## config.mk

```make
export PLATFORM = sky130hd
export DESIGN_NAME = pssw_scan_seq
export DESIGN_NICKNAME = d
export VERILOG_FILES = /design/src/shared/pssw_pkg.sv /design/src/pssw_loop_sched.sv /design/src/pssw_scan_stats.sv /design/src/pssw_scan_seq.sv
export VERILOG_INCLUDE_DIRS = /design/src /design/src/shared
export SDC_FILE = /design/constraint.sdc
export NUM_CORES = 2
export LEC_CHECK = 0
export ABC_AREA = 1
export ABC_CLOCK_PERIOD_IN_PS = 3200
export BUFFER_PORTS_ARGS = -buffer_cell sky130_fd_sc_hd__buf_2
export CAP_MARGIN = 5
export CORE_UTILIZATION = 50
export DETAILED_ROUTE_END_ITERATION = 10
export GPL_TIMING_DRIVEN = 0
export HOLD_SLACK_MARGIN = 0.02
export PLACE_DENSITY = 0.74
export SYNTH_ARGS = -nofsm -noshare
export SYNTH_HDL_FRONTEND = slang
export SYNTH_SLANG_ARGS = --single-unit
```

## constraint.sdc

```tcl
create_clock -name core_clk_in -period 3.2 [get_ports core_clk_in]
set_input_delay 0.32 -clock core_clk_in [delete_from_list [all_inputs] [get_ports core_clk_in]]
set_output_delay 0.32 -clock core_clk_in [all_outputs]
set_load 0.05 [all_outputs]
```

## src/shared/pssw_consts.svh

```systemverilog
`ifndef PSSW_CONSTS_SVH
`define PSSW_CONSTS_SVH
// Clock rate in kHz, one tick of the time base
`define PSSW_CLK_KHZ 100000
// Watchdog default after factory initialisation, in ms
`define PSSW_WDOG_DEFAULT_MS 200
// Watchdog default in cycles, derived from time and rate
`define PSSW_WDOG_DEFAULT_CYC (`PSSW_WDOG_DEFAULT_MS * `PSSW_CLK_KHZ)
// Loop count of the larger and the smaller variant
`define PSSW_LOOPS_LARGE 16
`define PSSW_LOOPS_SMALL 4
// Software timeout error code
`define PSSW_ERR_TIMEOUT 16'h0003
`define PSSW_ERR_NONE 16'h0000
`endif

```

## src/shared/pssw_pkg.sv

```systemverilog
package pssw_pkg;
    // Scan segments
    typedef enum logic [2:0] {
        PSSW_IDLE,
        PSSW_SOLVE,
        PSSW_LOOPS,
        PSSW_WR_LOCAL,
        PSSW_WR_REMOTE,
        PSSW_DIAG
    } pssw_seg_t;
    // Instruction opcodes seen on the program fetch port
    typedef enum logic [2:0] {
        PSSW_OP_NOP,
        PSSW_OP_OUT,
        PSSW_OP_RELAY,
        PSSW_OP_IMM_RD,
        PSSW_OP_IMM_WR,
        PSSW_OP_WDOG_RESTART,
        PSSW_OP_END
    } pssw_op_t;
endpackage

```

## src/pssw_loop_sched.sv

```systemverilog
`timescale 1ns/10ps
// Per-loop sample interval scheduler
module pssw_loop_sched #(
    parameter int LOOPS = 16,
    parameter int IW = 16
) (
    // Clock and reset
    input wire logic core_clk_in,
    input wire logic arst_n_in,
    // Configuration
    input wire logic [LOOPS-1:0] loop_cfg_in,
    input wire logic [LOOPS*IW-1:0] loop_interval_in,
    // One pulse per scan at loop segment start
    input wire logic scan_tick_in,
    // Loops due this scan
    output logic [LOOPS-1:0] loop_due_out
);
    genvar g;
    generate
        for (g = 0; g < LOOPS; g++) begin : g_loop
            logic [IW-1:0] cnt_reg; // Scans since last calculation
            logic due_reg;
            // Count scans; due once interval reached, only when configured
            always_ff @(posedge core_clk_in or negedge arst_n_in) begin
                if (!arst_n_in) begin
                    cnt_reg <= '0;
                    due_reg <= 1'b0;
                end else if (scan_tick_in) begin
                    if (loop_cfg_in[g] && cnt_reg + 1'b1 >= loop_interval_in[g*IW +: IW]) begin
                        cnt_reg <= '0;
                        due_reg <= 1'b1;
                    end else begin
                        cnt_reg <= loop_cfg_in[g] ? cnt_reg + 1'b1 : '0;
                        due_reg <= 1'b0;
                    end
                end
            end
            assign loop_due_out[g] = due_reg;
        end
    endgenerate
endmodule

```

## src/pssw_scan_stats.sv

```systemverilog
`timescale 1ns/10ps
// Scan time measurement: current, minimum and maximum
module pssw_scan_stats #(
    parameter int TW = 32
) (
    // Clock and reset
    input wire logic core_clk_in,
    input wire logic arst_n_in,
    // Control
    input wire logic run_start_in,
    input wire logic scan_end_in,
    // Results
    output logic [TW-1:0] scan_cur_out,
    output logic [TW-1:0] scan_min_out,
    output logic [TW-1:0] scan_max_out
);
    logic [TW-1:0] cnt_reg; // Running scan length
    logic first_reg; // No scan finished since run entry
    // Measure and keep extremes since the last entry into run
    always_ff @(posedge core_clk_in or negedge arst_n_in) begin
        if (!arst_n_in) begin
            cnt_reg <= '0;
            first_reg <= 1'b1;
            scan_cur_out <= '0;
            scan_min_out <= '0;
            scan_max_out <= '0;
        end else if (run_start_in) begin
            cnt_reg <= '0;
            first_reg <= 1'b1;
            scan_min_out <= '0;
            scan_max_out <= '0;
        end else if (scan_end_in) begin
            cnt_reg <= '0;
            first_reg <= 1'b0;
            scan_cur_out <= cnt_reg + 1'b1;
            if (first_reg || cnt_reg + 1'b1 < scan_min_out) begin
                scan_min_out <= cnt_reg + 1'b1;
            end
            if (first_reg || cnt_reg + 1'b1 > scan_max_out) begin
                scan_max_out <= cnt_reg + 1'b1;
            end
        end else begin
            cnt_reg <= cnt_reg + 1'b1;
        end
    end
endmodule

```

## src/pssw_scan_seq.sv

```systemverilog
`timescale 1ns/10ps
`include "pssw_consts.svh"
// Functional notes
// - Solve from first rung, in order
// - End instruction completes the output image
// - Update relays, stages and words while solving
// - Logic result overwrites a forced output
// - Undriven forced output keeps forced value
// - Loop calculations follow solving, 16 or 4
// - Only configured loops, when interval due
// - Copy image with forces to local outputs
// - Then send outputs to specialty and remote
// - Diagnostics: scan time, special relays, watchdog
// - Watchdog limit, default 200 ms
// - Timeout: program mode, outputs off, E003
// - Adjustable limit, scan time statistics visible
// - Restart instruction rearms the watchdog
// - Early input change: one scan response
// - Late input change: two scans response
// - Immediate path: only instruction time added
// - Immediate read bypasses the input image
// - Outputs only in run; program holds off
// - Fatal error forces program, outputs off
module pssw_scan_seq #(
    parameter int NPTS = 16,
    parameter int NREL = 16,
    parameter int AW = 10,
    parameter int LOOPS = `PSSW_LOOPS_LARGE,
    parameter int IW = 16,
    parameter int TW = 32,
    parameter logic [TW-1:0] WDOG_DEFAULT = TW'(`PSSW_WDOG_DEFAULT_CYC)
) (
    // Clock and reset
    input wire logic core_clk_in,
    input wire logic arst_n_in,
    // Mode control
    input wire logic run_req_in,
    input wire logic fatal_err_in,
    // Program fetch: op, operand index, condition result
    output logic [AW-1:0] pc_out,
    input wire logic [2:0] op_in,
    input wire logic [7:0] operand_in,
    input wire logic cond_in,
    // Input image and immediate module read
    input wire logic [NPTS-1:0] in_image_in,
    input wire logic [NPTS-1:0] in_module_in,
    output logic imm_bit_out,
    // Forces from peripheral service
    input wire logic [NPTS-1:0] force_mask_in,
    input wire logic [NPTS-1:0] force_val_in,
    // Loop configuration and handshake
    input wire logic [LOOPS-1:0] loop_cfg_in,
    input wire logic [LOOPS*IW-1:0] loop_interval_in,
    output logic [LOOPS-1:0] loop_start_out,
    input wire logic loop_done_in,
    // Watchdog limit
    input wire logic wdog_load_in,
    input wire logic [TW-1:0] wdog_limit_in,
    // Outputs
    output logic [NPTS-1:0] local_out,
    output logic local_wr_out,
    output logic [NPTS-1:0] remote_out,
    output logic remote_wr_out,
    output logic [NREL-1:0] relay_out,
    output logic [7:0] imm_wr_out,
    // Status
    output logic run_mode_out,
    output logic [15:0] err_code_out,
    output logic diag_pulse_out,
    output logic [TW-1:0] scan_cur_out,
    output logic [TW-1:0] scan_min_out,
    output logic [TW-1:0] scan_max_out
);
    pssw_pkg::pssw_seg_t seg_reg; // Current segment
    logic [NPTS-1:0] img_reg; // Output image
    logic [NREL-1:0] rel_reg; // Control relays/stages
    logic [TW-1:0] wd_cnt_reg; // Watchdog count
    logic [TW-1:0] wd_lim_reg; // Watchdog limit
    logic run_reg; // Run mode flag
    logic run_q_reg; // Previous run flag
    logic wd_trip; // Watchdog overrun
    logic [LOOPS-1:0] loop_due;
    logic [NPTS-1:0] idx_sel; // One-hot point of operand
    logic loop_issued_reg; // Start already sent this scan
    pssw_pkg::pssw_op_t op;

    assign op = pssw_pkg::pssw_op_t'(op_in);
    assign idx_sel = NPTS'(1) << operand_in;
    assign wd_trip = (seg_reg == pssw_pkg::PSSW_SOLVE) && (wd_cnt_reg >= wd_lim_reg);
    assign run_mode_out = run_reg;
    assign relay_out = rel_reg;

    // Loop scheduler ticks once per scan as loops begin
    pssw_loop_sched #(.LOOPS(LOOPS), .IW(IW)) u_sched (
        .core_clk_in(core_clk_in),
        .arst_n_in(arst_n_in),
        .loop_cfg_in(loop_cfg_in),
        .loop_interval_in(loop_interval_in),
        .scan_tick_in(seg_reg == pssw_pkg::PSSW_SOLVE && op == pssw_pkg::PSSW_OP_END),
        .loop_due_out(loop_due)
    );

    // Scan time statistics since the last entry into run
    pssw_scan_stats #(.TW(TW)) u_stats (
        .core_clk_in(core_clk_in),
        .arst_n_in(arst_n_in),
        .run_start_in(run_reg && !run_q_reg),
        .scan_end_in(seg_reg == pssw_pkg::PSSW_DIAG),
        .scan_cur_out(scan_cur_out),
        .scan_min_out(scan_min_out),
        .scan_max_out(scan_max_out)
    );

    // Mode: fatal error or watchdog overrun drops to program
    always_ff @(posedge core_clk_in or negedge arst_n_in) begin
        if (!arst_n_in) begin
            run_reg <= 1'b0;
            run_q_reg <= 1'b0;
            err_code_out <= `PSSW_ERR_NONE;
        end else begin
            run_q_reg <= run_reg;
            if (wd_trip) begin
                run_reg <= 1'b0;
                err_code_out <= `PSSW_ERR_TIMEOUT;
            end else if (fatal_err_in) begin
                run_reg <= 1'b0;
            end else if (!run_reg && run_req_in) begin
                run_reg <= 1'b1;
                err_code_out <= `PSSW_ERR_NONE;
            end else if (!run_req_in) begin
                run_reg <= 1'b0;
            end
        end
    end

    // Segment sequencer
    always_ff @(posedge core_clk_in or negedge arst_n_in) begin
        if (!arst_n_in) begin
            seg_reg <= pssw_pkg::PSSW_IDLE;
            pc_out <= '0;
        end else if (!run_reg || wd_trip || fatal_err_in) begin
            seg_reg <= pssw_pkg::PSSW_IDLE;
            pc_out <= '0;
        end else begin
            case (seg_reg)
                pssw_pkg::PSSW_IDLE: begin
                    seg_reg <= pssw_pkg::PSSW_SOLVE;
                    pc_out <= '0;
                end
                pssw_pkg::PSSW_SOLVE: begin
                    if (op == pssw_pkg::PSSW_OP_END) begin
                        seg_reg <= pssw_pkg::PSSW_LOOPS;
                    end else begin
                        pc_out <= pc_out + 1'b1;
                    end
                end
                pssw_pkg::PSSW_LOOPS: begin
                    // Wait for loop engine unless nothing was due
                    if ((loop_due & loop_cfg_in) == '0 || loop_done_in) begin
                        seg_reg <= pssw_pkg::PSSW_WR_LOCAL;
                    end
                end
                pssw_pkg::PSSW_WR_LOCAL: begin
                    seg_reg <= pssw_pkg::PSSW_WR_REMOTE;
                end
                pssw_pkg::PSSW_WR_REMOTE: begin
                    seg_reg <= pssw_pkg::PSSW_DIAG;
                end
                default: begin
                    // Next scan reads fresh image, hence one or two scans latency
                    seg_reg <= pssw_pkg::PSSW_SOLVE;
                    pc_out <= '0;
                end
            endcase
        end
    end

    // Output image and relay update while solving
    always_ff @(posedge core_clk_in or negedge arst_n_in) begin
        if (!arst_n_in) begin
            img_reg <= '0;
            rel_reg <= '0;
        end else if (seg_reg == pssw_pkg::PSSW_IDLE) begin
            // Forces land in image before solve; driven points overwrite later
            img_reg <= (img_reg & ~force_mask_in) | (force_val_in & force_mask_in);
        end else if (seg_reg == pssw_pkg::PSSW_DIAG) begin
            img_reg <= (img_reg & ~force_mask_in) | (force_val_in & force_mask_in);
        end else if (seg_reg == pssw_pkg::PSSW_SOLVE) begin
            if (op == pssw_pkg::PSSW_OP_OUT) begin
                img_reg <= cond_in ? (img_reg | idx_sel) : (img_reg & ~idx_sel);
            end else if (op == pssw_pkg::PSSW_OP_RELAY) begin
                rel_reg[operand_in[$clog2(NREL)-1:0]] <= cond_in;
            end
        end
    end

    // Immediate read uses module; an output rung loads imm_bit_out from the input image
    always_ff @(posedge core_clk_in or negedge arst_n_in) begin
        if (!arst_n_in) begin
            imm_bit_out <= 1'b0;
            imm_wr_out <= 8'h00;
        end else if (seg_reg == pssw_pkg::PSSW_SOLVE && op == pssw_pkg::PSSW_OP_IMM_RD) begin
            imm_bit_out <= |(in_module_in & idx_sel);
        end else if (seg_reg == pssw_pkg::PSSW_SOLVE && op == pssw_pkg::PSSW_OP_OUT) begin
            imm_bit_out <= |(in_image_in & idx_sel);
        end else if (seg_reg == pssw_pkg::PSSW_SOLVE && op == pssw_pkg::PSSW_OP_IMM_WR) begin
            imm_wr_out <= operand_in;
        end
    end

    // Loop start strobes only for configured and due loops
    always_ff @(posedge core_clk_in or negedge arst_n_in) begin
        if (!arst_n_in) begin
            loop_start_out <= '0;
            loop_issued_reg <= 1'b0;
        end else if (seg_reg != pssw_pkg::PSSW_LOOPS) begin
            loop_start_out <= '0;
            loop_issued_reg <= 1'b0;
        end else begin
            // One strobe per scan; a repeat would restart the loop engine forever
            loop_start_out <= loop_issued_reg ? '0 : (loop_due & loop_cfg_in);
            loop_issued_reg <= 1'b1;
        end
    end

    // Output writes; off in program mode
    always_ff @(posedge core_clk_in or negedge arst_n_in) begin
        if (!arst_n_in) begin
            local_out <= '0;
            remote_out <= '0;
            local_wr_out <= 1'b0;
            remote_wr_out <= 1'b0;
        end else if (!run_reg || wd_trip || fatal_err_in) begin
            local_out <= '0;
            remote_out <= '0;
            local_wr_out <= 1'b0;
            remote_wr_out <= 1'b0;
        end else begin
            local_wr_out <= seg_reg == pssw_pkg::PSSW_WR_LOCAL;
            remote_wr_out <= seg_reg == pssw_pkg::PSSW_WR_REMOTE;
            if (seg_reg == pssw_pkg::PSSW_WR_LOCAL) begin
                local_out <= img_reg;
            end
            if (seg_reg == pssw_pkg::PSSW_WR_REMOTE) begin
                remote_out <= img_reg;
            end
        end
    end

    // Watchdog limit, operator adjustable
    always_ff @(posedge core_clk_in or negedge arst_n_in) begin
        if (!arst_n_in) begin
            wd_lim_reg <= WDOG_DEFAULT;
        end else if (wdog_load_in) begin
            wd_lim_reg <= wdog_limit_in;
        end
    end

    // Watchdog counter over the solve segment
    always_ff @(posedge core_clk_in or negedge arst_n_in) begin
        if (!arst_n_in) begin
            wd_cnt_reg <= '0;
            diag_pulse_out <= 1'b0;
        end else begin
            diag_pulse_out <= seg_reg == pssw_pkg::PSSW_DIAG;
            if (seg_reg == pssw_pkg::PSSW_DIAG || seg_reg == pssw_pkg::PSSW_IDLE) begin
                wd_cnt_reg <= '0;
            end else if (seg_reg == pssw_pkg::PSSW_SOLVE && op == pssw_pkg::PSSW_OP_WDOG_RESTART) begin
                wd_cnt_reg <= '0;
            end else if (seg_reg == pssw_pkg::PSSW_SOLVE) begin
                wd_cnt_reg <= wd_cnt_reg + 1'b1;
            end
        end
    end

    // Assertions
    a_trip_program: assert property (@(posedge core_clk_in) disable iff (!arst_n_in)
        wd_trip |=> !run_mode_out && err_code_out == `PSSW_ERR_TIMEOUT) else $error("timeout kept run");
    a_prog_outs_off: assert property (@(posedge core_clk_in) disable iff (!arst_n_in)
        !run_reg |=> local_out == '0 && !local_wr_out) else $error("outputs on in program");
    a_local_first: assert property (@(posedge core_clk_in) disable iff (!arst_n_in)
        remote_wr_out |-> $past(local_wr_out)) else $error("remote before local");
    a_end_to_loops: assert property (@(posedge core_clk_in) disable iff (!arst_n_in)
        seg_reg == pssw_pkg::PSSW_SOLVE && op == pssw_pkg::PSSW_OP_END && run_reg && !fatal_err_in && !wd_trip
        |=> seg_reg == pssw_pkg::PSSW_LOOPS) else $error("end not honoured");
    a_restart_clear: assert property (@(posedge core_clk_in) disable iff (!arst_n_in)
        seg_reg == pssw_pkg::PSSW_SOLVE && op == pssw_pkg::PSSW_OP_WDOG_RESTART |=> wd_cnt_reg == '0)
        else $error("restart ignored");
    a_diag_clear: assert property (@(posedge core_clk_in) disable iff (!arst_n_in)
        seg_reg == pssw_pkg::PSSW_DIAG |=> wd_cnt_reg == '0 && diag_pulse_out) else $error("diag no clear");
    a_loop_cfg_only: assert property (@(posedge core_clk_in) disable iff (!arst_n_in)
        (loop_start_out & ~loop_cfg_in) == '0 || $past(loop_cfg_in) != loop_cfg_in)
        else $error("unconfigured loop run");
    a_local_image: assert property (@(posedge core_clk_in) disable iff (!arst_n_in)
        local_wr_out |-> local_out == $past(img_reg)) else $error("local not image");
    a_fatal_program: assert property (@(posedge core_clk_in) disable iff (!arst_n_in)
        fatal_err_in |=> !run_mode_out) else $error("fatal kept run");
endmodule

```

==> impl_metrics.json <==
{
  "r2r_cells": 22,
  "hold_viol_final": 0,
  "crit_top_cell": "nor2_4",
  "syn_area_mm2": 0.03847,
  "via_per_inst": 5.273,
  "synthXorXnorAreaFrac": 0.03249,
  "timing.rr.start": "u_stats.cnt_reg[1]",
  "clock-sinks": 574,
  "drv_cap": 0,
  "dpl.hpwl_um": 89410,
  "place_ws_ns": -0.7359,
  "crit_type": "flop to flop",
  "portBuffers": 568,
  "slew_viol_final": 0,
  "drt_pass1_iterations": 6,
  "seq_area_frac_synth": 0.3737,
  "ys.flop_type": "dfrtp_1",
  "synth_area_leader_cell": "dfrtp_1",
  "largest_reg_flops": 256,
  "syn2layout_area_growth_pct": 24.21,
  "fin_crit_sh": 1.041,
  "violations": "setup timing",
  "coreArea_mm2": 0.07608,
  "overflow": 0,
  "ios": 585,
  "setup_viol": 60,
  "synth_mux_area_frac": 0.006408,
  "synth_fa_ha_area_frac": 0.1203,
  "fin_util": 0.6281,
  "start_util": 0.5057,
  "hold_end": "err_code_out[0]",
  "die_w_um": 279.4,
  "cp.arrival_ns": 3.80,
  "cts_made_buffers": 68,
  "layout_setup_ws_ns": -0.1298,
  "worst_pin_slew_ns": 0.8106,
  "ir_drop_v": 0.0003812,
  "wl_um": 118300,
  "nets": 6667,
  "grtUsageTotal": 0.2918,
  "crit_required_ns": 3.67,
  "avgSynthCellArea_um2": 7.522,
  "ys_ff_latch": 574,
  "layout_min_cycle_time_ns": 3.330,
  "grt_pass1_wl_um": 181500,
  "hold_path_class": "primary input to flop",
  "slowest_delay_ns": 0.40,
  "synth_compound_area_frac": 0.1094,
  "critPathBufInv": 3,
  "synthArstFlopShare": 1.000,
  "max_freq_mhz": 300.3,
  "worstPathCellList": "ha_4, nand3_4, nor2_4, nand2_4, nor2_4, nand3b_4, nor2_4, xnor2_4, inv_2, buf_4, ha_1, a21oi_1, nor2_1, nor2_1, nand3_1, a21oi_2, nand2_2, nand2_4, nand2_8, buf_12, nand2_1, nand2_1",
  "run_status": "complete, but fails checks",
  "synth_warnings": 0,
  "hp-start": "run_req_in",
  "finClkSkew_ns": 0.03273,
  "htree_levels": 3,
  "end_kind": "flop",
  "finalPower_w": 0.02207,
  "rsz0062_at_grt": "true",
  "crit_slowest_cell": "dfrtp_1",
  "fp.dieArea_mm2": 0.07805,
  "path_max_fanout": 10,
  "power_leakage_nw": 26.49,
  "yosysMostFrequentCell": "nand2_1",
  "worstSkewPairLatency_ns": 0.60,
  "cp-start-kind": "flop",
  "drive_above_1_share": 0.2013,
  "vias": 36910,
  "synth_edf_count": 0,
  "die_h_um": 279.4,
  "cts-root-buf": "clkbuf_16",
  "holdPathStages": 4,
  "ys_types": 56,
  "synth_area_leaders": "dfrtp_1, ha_1, nand2_1",
  "cellPowerDensity_mw_per_mm2": 461.8,
  "grt_pass1_vias": 35130,
  "synthTopCellsByCount": "nand2_1, inv_1, dfrtp_1, ha_1, nor2_1",
  "finalSetupTns_ns": -3.764,
  "synth-simple-area-share": 0.2364,
  "cts_tree": "built",
  "r2r_slack_ns": -0.13,
  "path_clk_slew_ns": 0.06,
  "clock_path_buffers": 3,
  "gp_congestion": 0.9613,
  "syn_inst": 5114,
  "grt_max_degree": 110,
  "critical_path.reg2reg.endpoint": "u_stats.scan_min_out[9]",
  "route.antenna.remaining_nets": 0,
  "max_slew_margin": 0.4555,
  "rows": 101,
  "drc": 0,
  "synth_top_family_by_area": "simple AND/OR/NAND/NOR gates",
  "holdWs_ns": 0.05841,
  "path_delay_family": "simple AND/OR/NAND/NOR gates",
  "drtIter0Drc": 2780,
  "wire_per_inst_um": 16.90,
  "grt_antenna_before_repair": 21,
  "netlist.area_leader.share": 0.3675
}
[worst register-to-register path, cell delays in order (launching register included)]
cell      delay (ns)
dfrtp_1         0.40
ha_4            0.17
nand3_4         0.10
nor2_4          0.19
nand2_4         0.09
nor2_4          0.11
nand3b_4        0.14
nor2_4          0.19
xnor2_4         0.16
inv_2           0.06
buf_4           0.13
ha_1            0.17
a21oi_1         0.21
nor2_1          0.07
nor2_1          0.10
nand3_1         0.11
a21oi_2         0.18
nand2_2         0.08
nand2_4         0.13
nand2_8         0.12
buf_12          0.19
nand2_1         0.07
nand2_1         0.05
[worst max-delay path by stage]
stage,start,end,slack (ns),depth (start not counted)
2_1_floorplan,u_stats.cnt_reg[0],u_stats.scan_max_out[0],0.20,22
3_3_place_gp,arst_n_in,u_sched.g_loop[6].cnt_reg[4],-10.52,1
3_5_place_dp,u_stats.cnt_reg[0],u_stats.scan_max_out[0],-0.74,21
4_1_cts,u_stats.cnt_reg[1],u_stats.scan_max_out[10],-0.005,22
5_1_grt,u_stats.cnt_reg[9],u_stats.scan_max_out[11],-0.25,21
6_report,u_stats.cnt_reg[1],u_stats.scan_min_out[9],-0.13,22
[what timing repair did]
item,4_1_cts,5_1_grt
pin swaps,12,93
gates resized for setup,64,312
endpoints found under the hold margin,92,0
gates cloned,1,9
hold buffers,47,0
buffers inserted,14,73
endpoints found under the setup margin,145,319
[layout make-up]
class | count | area, um^2
diodes | 13 | 32.53
plain buffers | 122 | 825.8
clock buffers | 101 | 2007
clock inverters | 14 | 166.4
fillers | 6644 | 28300
inverters | 1054 | 3959
multi-input cells | 3376 | 20790
flip-flops and latches | 574 | 14390
well taps | 1030 | 1289
repair buffers | 715 | 4317
[routing by layer]
| metal | track usage | vias up | part of all wire | wire [um] |
|---|---|---|---|---|
| met5 | 0 | - | 0.00063 | 74 |
| met4 | 0.1328 | 10 | 0.046 | 5399 |
| met3 | 0.04904 | 292 | 0.068 | 7997 |
| met2 | 0.4900 | 1226 | 0.48 | 56580 |
| met1 | 0.3677 | 17370 | 0.41 | 48240 |
| li1 | - | 18010 | - | - |
[report_power, final]
part	switching (W)	total, W	internal (W)
sequential	0.000633	0.00863	0.00799
combinational	0.00355	0.00574	0.00219
clock	0.00314	0.00770	0.00457
total	0.00731	0.0221	0.0148
[cells in the final DEF (no fill, tap or decap), types with 34 or more instances in the layout]
cell / netlist / routed
a21oi_1: 215 / 196
buf_2: 58 / 602
buf_4: 27 / 115
clkbuf_1: 31 / 46
clkbuf_16: 0 / 74
dfrtp_1: 565 / 551
dlygate4sd3_1: 0 / 47
ha_1: 370 / 363
inv_1: 1045 / 1036
nand2_1: 1188 / 1123
nand2_2: 10 / 58
nand3_1: 193 / 175
nand4_1: 125 / 125
nor2_1: 349 / 312
nor2_2: 14 / 43
nor3_1: 61 / 34
o21ai_0: 324 / 308
o22ai_1: 169 / 159
xor2_1: 132 / 122
[cell families after synthesis]
logic type | count (synthesis)
xor+xnor | 141
other cells | 1
fa+ha+maj | 370
compound gates | 775
flops | 574
simple gates | 2049
buf+inv | 1180
mux | 24
[through the flow]
step | instances | instance area [um^2]
2_1_floorplan | 5127 | 38520
5_1_grt | 6993 | 47760
6_report | 6999 | 47780
3_5_place_dp | 6731 | 42820
4_1_cts | 6905 | 45860
3_3_place_gp | 6725 | 42650
No activity file was read; power rests on OpenSTA's default activity.
